## src/include/flvr_defs.vh

```
// Purpose: Constants for the forward limit and voltage setting registers
// Assumes: Included by bare name from the design files
// Notes:   Field positions, clamps, reset codes and step weights
`ifndef FLVR_DEFS_VH
`define FLVR_DEFS_VH

// Command codes
`define FLVR_CMD_VOLT       8'h15
`define FLVR_CMD_CUR        8'h3F

// Input current field
`define FLVR_CUR_W          11
`define FLVR_CUR_LSB        2
`define FLVR_CUR_MSB        12
`define FLVR_CUR_MAX_CODE   11'h5F0
`define FLVR_CUR_RST_CODE   11'h000
`define FLVR_CUR_STEP_MA    14'h0004
`define FLVR_CUR_STEP_LO_MA 14'h0008
`define FLVR_CUR_MA_W       14

// Output voltage field
`define FLVR_VOLT_W         12
`define FLVR_VOLT_LSB       3
`define FLVR_VOLT_MSB       14
`define FLVR_VOLT_MAX_CODE  12'h800
`define FLVR_VOLT_RST_CODE  12'h20C
`define FLVR_VOLT_STEP_MV   16'h000C
`define FLVR_VOLT_MV_W      16

`define FLVR_WORD_W         16
`define FLVR_CMD_W          8

`endif

```

## src/logic/flvr_regs.v

```verilog
// Purpose: Forward input current limit and output voltage setting registers
// Assumes: A serial front end delivers decoded write-word and read-word commands
// Notes:   Scaled setpoints are driven to the regulation loops
`timescale 1ns/1ps
`include "flvr_defs.vh"

module flvr_regs (
   // Clock and reset
   input  wire                          clk,
   input  wire                          arst_n,
   // Command port
   input  wire                          wrStb,
   input  wire                          rdStb,
   input  wire [`FLVR_CMD_W-1:0]        cmdCode,
   input  wire [`FLVR_WORD_W-1:0]       wrData,
   // Command answer
   output reg                           ack_q,
   output reg                           nack_q,
   output reg                           rdValid_q,
   output reg  [`FLVR_WORD_W-1:0]       rdData_q,
   // Sense resistor strap pin, high for 10 milliohm
   input  wire                          input_sense_resistor,
   // Setpoints
   output reg  [`FLVR_CUR_W-1:0]        curCode_q,
   output reg  [`FLVR_VOLT_W-1:0]       voltCode_q,
   output reg  [`FLVR_CUR_MA_W-1:0]     curLimitMa_q,
   output reg  [`FLVR_VOLT_MV_W-1:0]    voltTargetMv_q
);

   wire                       hitCur;
   wire                       hitVolt;
   wire [`FLVR_CUR_W-1:0]     curField;
   wire [`FLVR_VOLT_W-1:0]    voltField;
   wire [`FLVR_CUR_W-1:0]     curStore;
   wire [`FLVR_VOLT_W-1:0]    voltStore;
   reg                        senseMeta_q;
   reg                        senseLow_q;
   reg  [`FLVR_CUR_MA_W-1:0]  curStep;
   reg  [`FLVR_WORD_W-1:0]    rdData_d;
   reg  [`FLVR_CUR_MA_W+`FLVR_CUR_W-1:0]   curProd;
   reg  [`FLVR_VOLT_MV_W+`FLVR_VOLT_W-1:0] voltProd;

   assign hitCur    = (cmdCode == `FLVR_CMD_CUR);
   assign hitVolt   = (cmdCode == `FLVR_CMD_VOLT);
   assign curField  = wrData[`FLVR_CUR_MSB:`FLVR_CUR_LSB];
   assign voltField = wrData[`FLVR_VOLT_MSB:`FLVR_VOLT_LSB];

   // Current limit field
   flvr_field #(
      .W        (`FLVR_CUR_W),
      .MAX_CODE (`FLVR_CUR_MAX_CODE),
      .RST_CODE (`FLVR_CUR_RST_CODE),
      .IGN_ZERO (0)
   ) uCur (
      .clk      (clk),
      .arst_n   (arst_n),
      .wrEn     (wrStb && hitCur),
      .wrField  (curField),
      .code_q   (curStore)
   );

   // Voltage target field
   flvr_field #(
      .W        (`FLVR_VOLT_W),
      .MAX_CODE (`FLVR_VOLT_MAX_CODE),
      .RST_CODE (`FLVR_VOLT_RST_CODE),
      .IGN_ZERO (1)
   ) uVolt (
      .clk      (clk),
      .arst_n   (arst_n),
      .wrEn     (wrStb && hitVolt),
      .wrField  (voltField),
      .code_q   (voltStore)
   );

   // Strap synchroniser
   always @(posedge clk or negedge arst_n) begin
      if (!arst_n) begin
         senseMeta_q <= 1'b0;
         senseLow_q  <= 1'b0;
      end else begin
         senseMeta_q <= input_sense_resistor;
         senseLow_q  <= senseMeta_q;
      end
   end

   // Scaling and readback
   always @* begin
      curStep  = senseLow_q ? `FLVR_CUR_STEP_LO_MA : `FLVR_CUR_STEP_MA;
      curProd  = curStore * curStep;
      voltProd = voltStore * `FLVR_VOLT_STEP_MV;
      rdData_d = {`FLVR_WORD_W{1'b0}};
      if (hitCur) begin
         rdData_d[`FLVR_CUR_MSB:`FLVR_CUR_LSB] = curStore;
      end else if (hitVolt) begin
         rdData_d[`FLVR_VOLT_MSB:`FLVR_VOLT_LSB] = voltStore;
      end
   end

   // Answers and setpoint outputs
   always @(posedge clk or negedge arst_n) begin
      if (!arst_n) begin
         ack_q          <= 1'b0;
         nack_q         <= 1'b0;
         rdValid_q      <= 1'b0;
         rdData_q       <= {`FLVR_WORD_W{1'b0}};
         curCode_q      <= `FLVR_CUR_RST_CODE;
         voltCode_q     <= `FLVR_VOLT_RST_CODE;
         curLimitMa_q   <= {`FLVR_CUR_MA_W{1'b0}};
         voltTargetMv_q <= {`FLVR_VOLT_MV_W{1'b0}};
      end else begin
         ack_q          <= (wrStb || rdStb) && (hitCur || hitVolt);
         nack_q         <= (wrStb || rdStb) && !(hitCur || hitVolt);
         rdValid_q      <= rdStb && !wrStb && (hitCur || hitVolt);
         if (rdStb && !wrStb) begin
            rdData_q    <= rdData_d;
         end
         curCode_q      <= curStore;
         voltCode_q     <= voltStore;
         curLimitMa_q   <= curProd[`FLVR_CUR_MA_W-1:0];
         voltTargetMv_q <= voltProd[`FLVR_VOLT_MV_W-1:0];
      end
   end

endmodule // flvr_regs

```

## src/logic/flvr_field.v

```verilog
// Purpose: One masked, clamped setting field
// Assumes: Write strobe and data from the same clock domain
// Notes:   Optional ignore of a zero write
`timescale 1ns/1ps

module flvr_field #(
   parameter                W        = 11,
   parameter [W-1:0]        MAX_CODE = {W{1'b1}},
   parameter [W-1:0]        RST_CODE = {W{1'b0}},
   parameter                IGN_ZERO = 0
) (
   // Clock and reset
   input  wire              clk,
   input  wire              arst_n,
   // Write side
   input  wire              wrEn,
   input  wire [W-1:0]      wrField,
   // Stored code
   output reg  [W-1:0]      code_q
);

   reg  [W-1:0] code_d;

   always @* begin
      code_d = code_q;
      if (wrEn) begin
         if ((IGN_ZERO != 0) && (wrField == {W{1'b0}})) begin
            code_d = code_q;
         end else if (wrField > MAX_CODE) begin
            code_d = MAX_CODE;
         end else begin
            code_d = wrField;
         end
      end
   end

   always @(posedge clk or negedge arst_n) begin
      if (!arst_n) begin
         code_q <= RST_CODE;
      end else begin
         code_q <= code_d;
      end
   end

endmodule // flvr_field

```

## config.mk

```make
export PLATFORM = sky130hd
export DESIGN_NAME = flvr_regs
export DESIGN_NICKNAME = d
export VERILOG_FILES = /design/src/logic/flvr_regs.v /design/src/logic/flvr_field.v
export VERILOG_INCLUDE_DIRS = /design/src /design/src/include
export SDC_FILE = /design/constraint.sdc
export NUM_CORES = 1
export LEC_CHECK = 0
export ABC_AREA = 1
export CAP_MARGIN = 20
export CORE_ASPECT_RATIO = 1.75
export CORE_MARGIN = 2
export CORE_UTILIZATION = 61
export CTS_BUF_LIST = sky130_fd_sc_hd__clkbuf_4 sky130_fd_sc_hd__clkbuf_8
export DETAILED_ROUTE_END_ITERATION = 8
export DONT_BUFFER_PORTS = 1
export PLACE_DENSITY = 0.77
export SLEW_MARGIN = 20
export SYNTH_ARGS = -nofsm -noshare
export SYNTH_HDL_FRONTEND = slang
export SYNTH_HIERARCHICAL = 1
export SYNTH_SLANG_ARGS = --single-unit
```

## constraint.sdc

```tcl
create_clock -name clk -period 3.1 [get_ports clk]
set_input_delay 0.31 -clock clk [delete_from_list [all_inputs] [get_ports clk]]
set_output_delay 0.31 -clock clk [all_outputs]
set_load 0.1 [all_outputs]
```

# After elaboration in Yosys (flattened, before gate mapping)
# Cells that the tools add are included.
[classes]
multipliers = 2
n_bitwise = 1
mux = 7
n_reduce_logical = 12
eq_ne = 2
magnitude_cmp = 2
[op_table]
columns = ["operator", "count"]
rows = [
  ["12-bit two-way mux", 2],
  ["11-bit by 4-bit multiplier with 14-bit output", 1],
  ["12-bit by 2-bit multiplier with 14-bit output, second input constant", 1],
  ["12-bit greater-than comparator, second input constant", 1],
  ["12-bit logical NOT", 1],
  ["11-bit greater-than comparator, second input constant", 1],
  ["11-bit two-way mux", 1],
  ["10-bit two-way mux", 1],
  ["8-bit by 5-bit == test with 1-bit output, second input constant", 1],
  ["8-bit by 6-bit == test with 1-bit output, second input constant", 1],
  ["1-bit logical AND", 6],
  ["4-bit two-way mux", 1],
  ["1-bit logical NOT", 2],
  ["1-bit logical OR", 2],
  ["2-bit two-way mux", 1],
  ["2-bit AND reduction", 1],
  ["1-bit two-way mux", 1],
  ["1-bit NOT", 1],
]
[totals]
register_bits = 92
out_inout_bits = 72
inputBits = 29

# Logic depth before layout (Yosys ltp)
# Gate-level depths: netlist (run 1).
[logic_depth]
ltp_word = 4
depth_mapped = 13
depth_no_buf = 12

# Hierarchy
# Netlist (run 1), hierarchy kept.
[modules_own_cells]
columns = ["module", "cells_each", "seq_area_each_um2", "area_per_inst_um2", "n_inst"]
rows = [
  ["flvr_regs", 417, 1655.3, 3492.1, 1],
  ["flvr_field at uCur", 73, 275.3, 550.5, 1],
  ["flvr_field at uVolt", 68, 304.0, 546.8, 1],
]

# Worst setup path after synthesis (run 1)
# OpenSTA, ideal clock, no wires.
[synth_timing]
kind = "flip-flop to flip-flop"
start = "register senseLow_q"
end = "register curLimitMa_q[13]"
arrival_time_ps = 2057
setup_slack_ps = 927
setup_ps = 116
path_stages_with_launch = 12
t_required_ps = 2984
path_cell_list = "dfrtp_1 > clkbuf_1 > nand2_1 > inv_1 > ha_1 > ha_1 > inv_1 > fa_1 > o21ai_0 > nand3_1 > nand3_1 > nand2_1"
[synth_between]
elab_chain_cells = 2
[synth_rtl]
columns = ["item", "line", "text"]
rows = [
  ["start, declared", "flvr_regs.v:37", "reg senseLow_q;"],
  ["start signal, assigned", "flvr_regs.v:83", "senseLow_q <= senseMeta_q;"],
  ["4-bit two-way mux (no source line)", "--", ""],
  ["11-bit by 4-bit multiplier with 14-bit output", "flvr_regs.v:90", "curProd = curStore * curStep;"],
  ["via curProd[13]", "flvr_regs.v:40", "reg [`FLVR_CUR_MA_W+`FLVR_CUR_W-1:0] curProd;"],
  ["end signal, assigned", "flvr_regs.v:109", "curLimitMa_q <= {`FLVR_CUR_MA_W{1'b0}};"],
  ["end signal, assigned", "flvr_regs.v:120", "curLimitMa_q <= curProd[`FLVR_CUR_MA_W-1:0];"],
  ["end, declared", "flvr_regs.v:26", "output reg [`FLVR_CUR_MA_W-1:0] curLimitMa_q,"],
]
# The timed path passes the listed nets, and every way through them passes these cells.
# A chain may end at the register's enable or synchronous reset.

# Worst setup path after layout (run 1)
# Same ends and word-level chain as after synthesis.

==> results of run 1 <==
[layout by cell type (no fill, tap or decap), types with 6 or more instances in the layout]
master,count
nand2_1,206
a21oi_1,16
dfstp_2,6
o21ai_0,10
clkbuf_8,10
dfrtp_1,82
conb_1,13
ha_1,34
inv_1,70
nand3_1,38
xor2_1,7
nor2_1,36
[state kept, by name, summed over array words and instances (netlist names), 11 cells and up]
| register | cells |
|---|---|
| uCur/code_q | 11 |
| voltCode_q | 12 |
| curLimitMa_q | 12 |
| rdData_q | 13 |
| uVolt/code_q | 12 |
| curCode_q | 11 |
| voltTargetMv_q | 13 |
[worst max-delay path, cell delays in order, from the launching register on]
cell and delay, ns:
dfrtp_1 0.56, nand2_1 0.09, inv_1 0.07, ha_1 0.14, ha_1 0.16, inv_1 0.06
fa_1 0.42, o21ai_0 0.46, nand3_1 0.16, nand3_1 0.10, nand2_1 0.06
[kinds of logic (layout without fill, tap and decap cells)]
family | count (synthesis) | count (layout)
AND/OR/NAND/NOR | 302 | 302
adder cells (fa/ha/maj) | 36 | 36
other | 1 | 13
flip-flops | 89 | 89
buffers and inverters | 88 | 91
AO/OA/AOI/OAI | 32 | 32
XOR/XNOR | 10 | 10
[power by group through the flow]
stage	clock, uW	combinational (uW)	sequential [uW]
after floorplan	0	162	1520
after global placement	0	169	1540
after detailed placement	0	177	1540
after CTS	900	206	1520
after global routing	944	237	1520
final	882	205	1520
[path summary, 6_finish.rpt]
kind                        startpoint                end  slack, ns  cells past startpoint
hold / removal               wrData[5]    uVolt/code_q[2]       0.05                      2
min in group asynchronous       arst_n  voltTargetMv_q[8]       0.51                      2
hold reg to reg            senseMeta_q         senseLow_q       0.36                      0
setup reg to reg            senseLow_q   curLimitMa_q[13]       0.71                     10
setup / recovery            senseLow_q   curLimitMa_q[13]       0.71                     10
max in group asynchronous       arst_n      voltCode_q[3]       2.23                      2
[metrics by stage]
step / worst slack [ns] / area, um^2 / power [uW]
finish: 0.7097 / 4912 / 2606
global route: 0.5064 / 4912 / 2704
CTS: 0.6719 / 4912 / 2624
detailed placement: 0.6885 / 4641 / 1718
global placement: 0.7536 / 4641 / 1710
floorplan: 0.9268 / 4634 / 1687
[final cells by class]
cell class | instances | area share
Sequential cell | 89 | 0.4552
Tap cell | 86 | 0.02191
Clock buffer | 11 | 0.02955
Multi-Input combinational cell | 393 | 0.4111
Timing Repair Buffer | 5 | 0.01274
Inverter | 70 | 0.05349
Clock inverter | 5 | 0.01605
[timing repair]
item | 4_1_cts | 5_1_grt
hold buffers | 3 | 0
hold endpoints to repair | 90 | 0
setup endpoints to repair | 0 | 0
[metal layers]
layer	vias up	track usage
li1	1737	-
met4	0	0.1789
met2	115	0.4718
met1	1663	0.2330
met5	-	0
met3	51	0.06564
==> summary.txt, run 1 <==
Route
  • WL per Instance: 15.03 um
  • Drc violations: 0
  • Max layer used: met4
  • Via count: 3566
  • DR pass1 iterations: 4
  • Met3 wire length: 447 um
  • DRT iter0 DRCs: between 150 and 200
  • Routed wire length: 9904 um
  • Met2 wire length: 5478 um
  • ANT nets after route: 0
  • Vias/cell: 5.411
  • M1 WL: 3293 um

GRT
  • Largest net degree at the start of global routing: 90
  • Gr ovfl total: 0
  • First-pass GRT wire length: 16240 um
  • Via count of the first global-routing pass: ~3600
  • Initial antenna violation count: 0
  • Total track usage: 0.2548

Die
  • Core footprint: 0.007233 mm^2
  • Std cell rows: 41
  • Die Span Y: 118.7 um
  • Initial Util: 0.6345
  • Die Footprint: 0.008261 mm^2
  • I/O Pins: between 100 and 150
  • Die W: 69.57 um

Layout
  • Fin cells: 659
  • Layout area overhead: 7.034%
  • Final core utilization: 0.6791
  • Fin nets: 633
  • Register area: around 0.0022 mm^2
  • Antenna diodes: 0
  • Layout filler cell count: 565
  • Multi-input gate area: 0.002019 mm^2
  • Share of cells above drive strength 1: 0.06632

Placement
  • Final HPWL DP: ~7600 um
  • # placed instances: 640
  • GPL Wtd Cong: 0.8078
  • IO Port Bufs: 0

Synth
  • Main combinational cell family by area after synthesis: simple AND/OR/NAND/NOR gates
  • Mapped Avg Cell Area: 8.225 um^2
  • Xor and xnor area share after synthesis: 0.01908
  • Number of synthesized flops with an enable pin: 0
  • Count leader, synth: nand2_1
  • Synthesis Warnings: 6
  • Top cells by area, synth: dfrtp_1 45%, nand2_1 17%, ha_1 9.3%, inv_1 5.7%, nand3_1 4.1%
  • Count of cell types in the netlist: 29
  • Cell taking the most area after synthesis: dfrtp_1
  • Post-synthesis register bit count: 89
  • Adder-cell share of the synthesized area: 0.1014
  • Synthesized area: 0.004589 mm^2
  • Simple-gate share of the synthesized area: 0.2704
  • Post-synthesis async set-or-reset flop share: 1.000
  • Top cells by count, synth: 206 x nand2_1, 83 x dfrtp_1, 70 x inv_1
  • Synth top area share: 0.4526
  • Primary FF master, synth: dfrtp_1
  • Synth Area in Compound Gates: 0.03844
  • Seq/Total Area, Yosys: 0.4869
  • Multiplexer share of the synthesized area: 0
  • Post-Synthesis Cells: about 560

STA
  • Fin Setup TNS: 0 ns
  • Final slew viol count: 0
  • Fin crit share: 0.7711
  • RSZ-0062 raised after global routing: false
  • Final number of setup-violating endpoints: 0
  • Period minus WS final: 2.390 ns
  • Top achievable clock speed: 418.4 MHz
  • Hold WS: 0.05291 ns
  • Clock Skew: 0.008621 ns
  • Actual slew at the worst max-slew pin: 0.9493 ns
  • Fin. Hold Viols: 0
  • Max-slew headroom: 0.3671

Pwr
  • Gate power share: 0.079
  • P_sw: 857.2 uW
  • PwrDens: 530.4 mW/mm^2
  • Leakage power: between 0.002 and 0.003 uW
  • Share of total power in the clock network: 0.339
  • Peak supply drop: 331.6 uV
  • Pint: 1748 uW
  • Sw Ratio: 0.3290
  • Part of the power in registers: 0.583

Run
  • Max_cap viols: 0

Worst setup path
  • Critical path class: register to register
  • WP data arrival: 2.64 ns
  • CP required: 3.35 ns
  • Startpoint Class: register
  • Critical Path Fanout Max: 11
  • CP Capture Type: register

CTS
  • Num CTS Buffers: 9
  • Clk_lat worst skew: 0.36 ns
  • CTS Sinks: around 90
  • CTS clk-pin slew, worst paths: 0.09 ns
  • Root Driver: clkbuf_8
  • Setup Buffers After CTS: 0
  • CTS resizes: 0
  • H-tree depth: 3
  • Clock Path Buffers: 2
  • CTS tree: built

Status
  • Outcome: finished clean

Hold path
  • Tightest Hold Check Type: input pin to register
Power figures use the tool's default switching activity.
==> run 2, diff against run 1 <==
--- a/config.mk
+++ b/config.mk
@@ -10,11 +10,11 @@
 export CAP_MARGIN = 20
 export CORE_ASPECT_RATIO = 1.75
 export CORE_MARGIN = 2
-export CORE_UTILIZATION = 61
+export CORE_UTILIZATION = 60
 export CTS_BUF_LIST = sky130_fd_sc_hd__clkbuf_4 sky130_fd_sc_hd__clkbuf_8
 export DETAILED_ROUTE_END_ITERATION = 8
 export DONT_BUFFER_PORTS = 1
-export PLACE_DENSITY = 0.77
+export PLACE_DENSITY = 0.79
 export SLEW_MARGIN = 20
 export SYNTH_ARGS = -nofsm -noshare
 export SYNTH_HDL_FRONTEND = slang
==> constraint.sdc (replaced) <==
create_clock -name clk -period 2.1 [get_ports clk]
set_input_delay 0.21 -clock clk [delete_from_list [all_inputs] [get_ports clk]]
set_output_delay 0.21 -clock clk [all_outputs]
set_load 0.1 [all_outputs]
==> run 2 against run 1 <==
The run now ends with negative hold slack left. Critical path depth decreased by 1. Non-clock buffer count up 80. First-iteration DRC count increased by 82%. Sequential share of layout area decreased by 6.1 points. Die area rose by 1.6%. Design area grew 15%. Clock skew shrank 0.0014 ns. Count of clock-buffer cells in the layout is 1 higher. Total power up 54%. Largest power group unchanged. Highest routed layer unchanged.
==> summary.txt, run 2 (synthesis results as in run 1) <==
Pwr
  • Leakage power: 0.003261 uW (+14%)
  • Gate power share: 0.204 (+0.125)
  • PwrDens: 707.7 mW/mm^2 (+33%)
  • Peak supply drop: 554.5 uV (+67%)
  • P_sw: 1270 uW (+48%)
  • Part of the power in registers: 0.459 (-0.124)
  • Pint: 2744 uW (+57%)
  • Sw Ratio: 0.3164 (-0.01260)
  • Share of total power in the clock network: 0.337 (-0.002)

STA
  • Period minus WS final: 2.046 ns (-0.3445 ns)
  • Max-slew headroom: 0.6405 (+0.2734)
  • RSZ-0062 raised after global routing: true
  • Final number of setup-violating endpoints: 0 (unchanged)
  • Top achievable clock speed: 488.8 MHz (+17%)
  • Fin crit share: 0.9742 (+0.2031)
  • Fin. Hold Viols: 89 (+89)
  • Hold WS: -0.4701 ns (-0.5230 ns)
  • Clock Skew: 0.007179 ns (-0.001442 ns)
  • Fin worst setup slack: 0.05417 ns (-0.6555 ns)
  • Actual slew at the worst max-slew pin: 0.5437 ns (-0.4056 ns)
  • Final slew viol count: 0 (unchanged)

CTS
  • Num CTS Buffers: 9 (unchanged)
  • Clock Path Buffers: 2 (unchanged)
  • Clk_lat worst skew: 0.36 ns (about the same)
  • CTS tree: built
  • CTS clk-pin slew, worst paths: 0.09 ns (about the same)
  • H-tree depth: 3 (unchanged)
  • Root Driver: clkbuf_8
  • CTS Sinks: 89 (unchanged)
  • Hold buffers post-CTS: 12 (+9)
  • Setup Buffers After CTS: 0 (unchanged)

Layout
  • Largest regs: rdData_q: 13 flops, voltTargetMv_q: 13 flops
  • Multi-input gate area: 0.002143 mm^2 (+6.1%)
  • Antenna diodes: 0 (unchanged)
  • Commonest non-fill, non-tap cells in the layout: 205 x nand2_1, 82 x dfrtp_1, 72 x buf_4
  • Fin nets: 713 (+13%)
  • Register area: 0.002236 mm^2 (unchanged)
  • Share of cells above drive strength 1: 0.1899 (+0.1236)
  • Layout area overhead: 23.58%
  • Commonest non-fill, non-tap cell in the layout: nand2_1
  • Layout filler cell count: 515 (-8.8%)
  • Fin cells: 741 (+12%)

Die
  • Die Footprint: 0.008392 mm^2 (+1.6%)
  • Initial Util: 0.6107 (-0.02377)
  • I/O Pins: 101 (unchanged)
  • Die Span Y: 119.7 um (+0.80%)
  • Core footprint: 0.007515 mm^2 (+3.9%)
  • Die W: 70.11 um (+0.78%)
  • Std cell rows: 42 (+2.4%)

Worst setup path
  • CP max stage cell: dfrtp_1
  • CP most frequent cell: ha_2
  • CP Capture Type: register
  • CP required: 2.38 ns (-0.97 ns)
  • Max incr delay on CP: 0.42 ns (-0.14 ns)
  • Critical Path Fanout Max: 21 (+10)
  • Cell Chain, Critical Path: buf_12 -> nor2_2 -> ha_2 -> ha_2 -> inv_1 -> fa_2 -> o21ai_4 -> buf_4 -> xor2_1
  • Critical path class: register to register
  • WP data arrival: 2.33 ns (-0.31 ns)
  • Startpoint Class: register

Status
  • Failing checks: negative hold slack
  • Outcome: complete, but fails checks

Route
  • Drc violations: 0 (unchanged)
  • Routed wire length: 11200 um (+13%)
  • Vias/cell: 5.300 (-2.1%)
  • Via count: 3927 (+10%)
  • WL per Instance: 15.11 um (+0.55%)
  • DRT iter0 DRCs: 336 (+82%)
  • DR pass1 iterations: 6 (+2)
  • ANT nets after route: 0 (unchanged)

Placement
  • # placed instances: 713 (+11%)
  • Final HPWL DP: 7994 um (+5.7%)
  • IO Port Bufs: 0 (unchanged)
  • Worst slack, placed: -0.09511 ns (-0.7836 ns)
  • GPL Wtd Cong: 0.9250 (+15%)

GRT
  • Initial antenna violation count: 0 (unchanged)
  • Gr ovfl total: 0 (unchanged)
  • Total track usage: 0.2765 (+0.02172)
  • First-pass GRT wire length: 18060 um (+11%)
  • Largest net degree at the start of global routing: 90 (unchanged)
  • Via count of the first global-routing pass: 3993 (+11%)

Run
  • Max_cap viols: 0 (unchanged)

Hold path
  • Tightest Hold Check Type: input pin to async pin
[run 2: what timing repair did]
| item | in CTS | in global routing |
|---|---|---|
| endpoints found under the hold margin | 103 | 89 |
| gates resized for setup | 5 | 13 |
| setup endpoints to repair | 4 | 5 |
| pin swaps | 1 | 3 |
[run 2: power groups by stage]
| stage | combinational [uW] | clock (uW) | sequential [uW] |
|---|---|---|---|
| after floorplan | 240 | 0 | 2250 |
| after global placement | 746 | 0 | 1870 |
| after detailed placement | 759 | 0 | 1870 |
| after CTS | 792 | 1370 | 1840 |
| after global routing | 860 | 1430 | 1850 |
| final | 820 | 1350 | 1840 |
[run 2: worst paths after layout]
check	cells after the start	slack, ns	endpoint	from
worst max-delay path	9	0.05	curLimitMa_q[9]	senseLow_q
worst min-delay path	0	-0.47	voltTargetMv_q[4]	arst_n
worst max register to register	9	0.05	curLimitMa_q[9]	senseLow_q
worst min register to register	0	0.35	senseLow_q	senseMeta_q
max in group asynchronous	0	2.36	uVolt/code_q[3]	arst_n
min in group clk	2	0.01	nack_q	rdStb
[run 2: per-stage QoR]
step,utilization,TNS (ns),hold slack (ns),area (um^2),total power (uW)
final,0.7547,0,-0.4701,5672,4014
after global routing,0.7547,-0.1020,-0.4882,5672,4137
after CTS,0.7429,0,-0.4789,5583,4008
after detailed placement,0.6905,-0.2597,-0.08357,5189,2634
after global placement,0.6905,-0.004157,-0.08355,5189,2620
after floorplan,-,0,-0.08559,4634,2490
[run 2: critical path, delay by kind of cell (launching register included)]
family	cells	cell delay, ns
adders and majority gates	3	0.70
DFF	1	0.42
and+or+nand+nor	1	0.11
AOI/OAI and AO/OA	1	0.23
xor gates and xnor gates	1	0.15
buffers and inverters	3	0.37
[run 2: layer usage]
| metal | up-vias | wire length [um] | track usage |
|---|---|---|---|
| met5 | - | 0 | 0 |
| li1 | 1895 | - | - |
| met1 | 1848 | 3731 | 0.2750 |
| met4 | 0 | 752 | 0.1947 |
| met2 | 133 | 6127 | 0.4976 |
| met3 | 51 | 587 | 0.05961 |
[run 2: area by class of cell]
| cell class | count | share of cell area |
|---|---|---|
| Sequential cell | 89 | 0.3942 |
| Multi-Input combinational cell | 393 | 0.3779 |
| Timing Repair Buffer | 85 | 0.1200 |
| Inverter | 70 | 0.04633 |
| Clock buffer | 12 | 0.02912 |
| Tap cell | 88 | 0.01941 |
| Clock inverter | 4 | 0.01302 |
==> run 3, diff against run 2 <==
--- a/config.mk
+++ b/config.mk
@@ -10,13 +10,12 @@
 export CAP_MARGIN = 20
 export CORE_ASPECT_RATIO = 1.75
 export CORE_MARGIN = 2
-export CORE_UTILIZATION = 60
+export CORE_UTILIZATION = 59
 export CTS_BUF_LIST = sky130_fd_sc_hd__clkbuf_4 sky130_fd_sc_hd__clkbuf_8
 export DETAILED_ROUTE_END_ITERATION = 8
 export DONT_BUFFER_PORTS = 1
-export PLACE_DENSITY = 0.79
+export PLACE_DENSITY = 0.78
 export SLEW_MARGIN = 20
 export SYNTH_ARGS = -nofsm -noshare
 export SYNTH_HDL_FRONTEND = slang
-export SYNTH_HIERARCHICAL = 1
 export SYNTH_SLANG_ARGS = --single-unit
==> run 3 against run 2 <==
Critical endpoint is now curLimitMa_q[13]. Die area decreased by 2.4%. Clock skew up 0.00088 ns. First-iteration DRC count fell by 20%. Count of clock-buffer cells in the layout is the same. Largest power group unchanged. Setup slack improved by 0.0067 ns. Non-clock buffer count grew 4. Critical path type unchanged. Global-route usage up 0.37 points. The run still ends with negative hold slack left. Via count fell by 3.1%.
==> summary.txt, run 3 <==
Status
  • Outcome: complete, but fails checks
  • Failing checks: negative hold slack

CTS
  • Clk_lat worst skew: 0.37 ns (about the same)
  • CTS clk-pin slew, worst paths: 0.08 ns (about the same)
  • Clock Path Buffers: 2 (unchanged)
  • Num CTS Buffers: 9 (unchanged)
  • CTS Sinks: 89 (unchanged)
  • Root Driver: clkbuf_8
  • H-tree depth: 3 (unchanged)
  • CTS tree: built

Worst setup path
  • WP data arrival: 2.31 ns (-0.02 ns)
  • Critical path class: register to register
  • Startpoint Class: register
  • Critical Path Fanout Max: 8 (-62%)
  • CP Capture Type: register
  • CP required: 2.37 ns (about the same)

Route
  • Routed wire length: 11650 um (+4.1%)
  • Vias/cell: 5.513 (+4.0%)
  • Drc violations: 0 (unchanged)
  • WL per Instance: 16.89 um (+12%)
  • DRT iter0 DRCs: 269 (-20%)
  • Via count: 3804 (-3.1%)
  • ANT nets after route: 0 (unchanged)
  • DR pass1 iterations: 5 (-1)

Pwr
  • PwrDens: 863.3 mW/mm^2 (+22%)
  • Pint: 2748 uW (+0.14%)
  • Gate power share: 0.350 (+0.146)
  • Peak supply drop: 801.4 uV (+45%)
  • Part of the power in registers: 0.416 (-0.043)
  • P_sw: 1965 uW (+55%)
  • Share of total power in the clock network: 0.234 (-0.103)
  • Leakage power: 0.002884 uW (-12%)
  • Sw Ratio: 0.4170 (+0.1006)

Placement
  • IO Port Bufs: 0 (unchanged)
  • GPL Wtd Cong: 0.9027 (-2.4%)
  • # placed instances: 660 (-7.4%)
  • Final HPWL DP: 8032 um (+0.47%)

GRT
  • Initial antenna violation count: 0 (unchanged)
  • Total track usage: 0.2802 (+0.003706)
  • Via count of the first global-routing pass: 3857 (-3.4%)
  • Largest net degree at the start of global routing: 90 (unchanged)
  • Gr ovfl total: 0 (unchanged)
  • First-pass GRT wire length: 17770 um (-1.6%)

STA
  • Fin. Hold Viols: 89 (unchanged)
  • Clock Skew: 0.008063 ns (+0.0008832 ns)
  • Top achievable clock speed: 490.4 MHz (+0.33%)
  • Fin crit share: 0.9710 (-0.003171)
  • Final slew viol count: 0 (unchanged)
  • Fin Setup TNS: 0 ns (unchanged)
  • Period minus WS final: 2.039 ns (-0.006660 ns)
  • Actual slew at the worst max-slew pin: 0.6175 ns (+0.07379 ns)
  • Max-slew headroom: 0.5873 (-0.05316)
  • Final number of setup-violating endpoints: 0 (unchanged)
  • Hold WS: -0.4729 ns (-0.002774 ns)

Layout
  • Antenna diodes: 0 (unchanged)
  • Largest regs: rdData_q: 13 flops, voltTargetMv_q: 13 flops
  • Share of cells above drive strength 1: 0.2003 (+0.01044)
  • Layout area overhead: 24.02%
  • Commonest non-fill, non-tap cells in the layout: 142 x nand2_1, 81 x dfrtp_1, 77 x buf_4
  • Commonest non-fill, non-tap cell in the layout: nand2_1
  • Layout filler cell count: 483 (-6.2%)
  • Fin cells: 690 (-6.9%)
  • Fin nets: 662 (-7.2%)

Run
  • Max_cap viols: 0 (unchanged)

Die
  • Std cell rows: 41 (-2.4%)
  • Die W: 69.29 um (-1.2%)
  • I/O Pins: 101 (unchanged)
  • Initial Util: 0.6085 (-0.002177)
  • Die Span Y: 118.3 um (-1.2%)
  • Die Footprint: 0.008194 mm^2 (-2.4%)
  • Core footprint: 0.007233 mm^2 (-3.7%)

Synth
  • Top cells by area, synth: dfrtp_1 47%, nand2_1 12%, ha_1 9.1%, inv_1 5.1%, dfstp_2 3.6%
  • Synth top area share: 0.4719 (+0.01930)
  • Number of synthesized flops with an enable pin: 0 (unchanged)
  • Top cells by count, synth: 143 x nand2_1, 83 x dfrtp_1, 60 x inv_1
  • Count of cell types in the netlist: 34 (+17%)
  • Mapped Avg Cell Area: 8.803 um^2 (+7.0%)
  • Count leader, synth: nand2_1
  • Primary FF master, synth: dfrtp_1
  • Post-Synthesis Cells: 500 (-10%)
  • Synthesized area: 0.004402 mm^2 (-4.1%)
  • Synthesis Warnings: 0 (-6)
  • Cell taking the most area after synthesis: dfrtp_1
  • Seq/Total Area, Yosys: 0.5077 (+0.02076)
  • Post-synthesis async set-or-reset flop share: 1.000 (unchanged)
  • Post-synthesis register bit count: 89 (unchanged)

Hold path
  • Tightest Hold Check Type: input pin to async pin
-- run 3: cell count changes after synthesis, moves of 4 or more --
cell / change
o21ai_0: +19
a22oi_1: +5
nor2_1: +4
nand3_1: -9
nand2_1: -63
inv_1: -10
-- run 3: area by class of cell --
| cell class | count | area (um^2) | share of cell area |
|---|---|---|---|
| Tap cell | 86 | 107.6 | 0.01971 |
| Timing Repair Buffer | 89 | 708.2 | 0.1297 |
| Sequential cell | 89 | 2237 | 0.4098 |
| Clock inverter | 4 | 27.53 | 0.005042 |
| Clock buffer | 12 | 158.9 | 0.02911 |
| Inverter | 60 | 225.2 | 0.04126 |
| Multi-Input combinational cell | 350 | 1994 | 0.3653 |
-- run 3: routing by layer --
layer	vias up	part of all wire	GRT usage
met4	0	0.074	0.1912
met2	181	0.53	0.5096
met3	63	0.069	0.07417
met1	1794	0.32	0.2663
met5	-	0	0
li1	1766	-	-
-- run 3: cell families after synthesis --
family | count (synthesis) | synth area share
compound gates | 62 | 0.08045
other cells | 1 | 0.0008519
flops | 89 | 0.5077
xor+xnor | 12 | 0.02388
simple gates | 227 | 0.2143
fa+ha+maj | 34 | 0.1001
buf+inv | 75 | 0.07277
-- run 3: path summary, 6_finish.rpt --
kind / from / endpoint / slack (ns) / cells after the start
setup / recovery: senseLow_q / curLimitMa_q[13] / 0.06 / 12
hold / removal: arst_n / voltCode_q[0] / -0.47 / 0
setup reg to reg: senseLow_q / curLimitMa_q[13] / 0.06 / 12
hold reg to reg: senseMeta_q / senseLow_q / 0.37 / 0
max in group asynchronous: arst_n / voltCode_q[2] / 2.33 / 0
min in group clk: wrData[5] / uVolt.code_q[2] / 0.01 / 4
-- run 3: critical path, cell delays in order (launching register included) --
cell	delay, ns
dfrtp_2	0.43
buf_12	0.14
buf_4	0.15
nand2_1	0.07
o21ai_0	0.12
ha_1	0.36
ha_4	0.27
nand2_1	0.06
inv_1	0.07
nand3_2	0.09
nand2_1	0.06
nand3_1	0.06
nand2_1	0.05
-- run 3: per-stage QoR --
step | setup slack, ns | util | power, uW | area [um^2] | hold WS (ns)
after floorplan | 0.03791 | - | 3212 | 4454 | -0.08559
after global placement | -0.01940 | 0.6956 | 3505 | 5031 | -0.08299
after detailed placement | -0.09705 | 0.6956 | 3533 | 5031 | -0.08321
after CTS | 0.02509 | 0.7391 | 4644 | 5346 | -0.4818
after global routing | -0.01672 | 0.7547 | 4883 | 5459 | -0.4986
final | 0.06083 | 0.7547 | 4713 | 5459 | -0.4729
-- run 3: power groups by stage --
stage	sequential, uW	clock [uW]	combinational, uW
2_1_floorplan	2810	0	403
3_3_place_gp	1990	0	1520
3_5_place_dp	1990	0	1540
4_1_cts	1960	1110	1570
5_1_grt	1970	1190	1710
6_report	1960	1100	1650
-- run 3: repair_timing --
action / 4_1_cts / 5_1_grt
resized for setup: 2 / 13
buffers inserted: 2 / 1
endpoints found under the setup margin: 2 / 4
hold buffers: 10 / 1
pin swaps: 0 / 7
hold endpoints to repair: 101 / 90
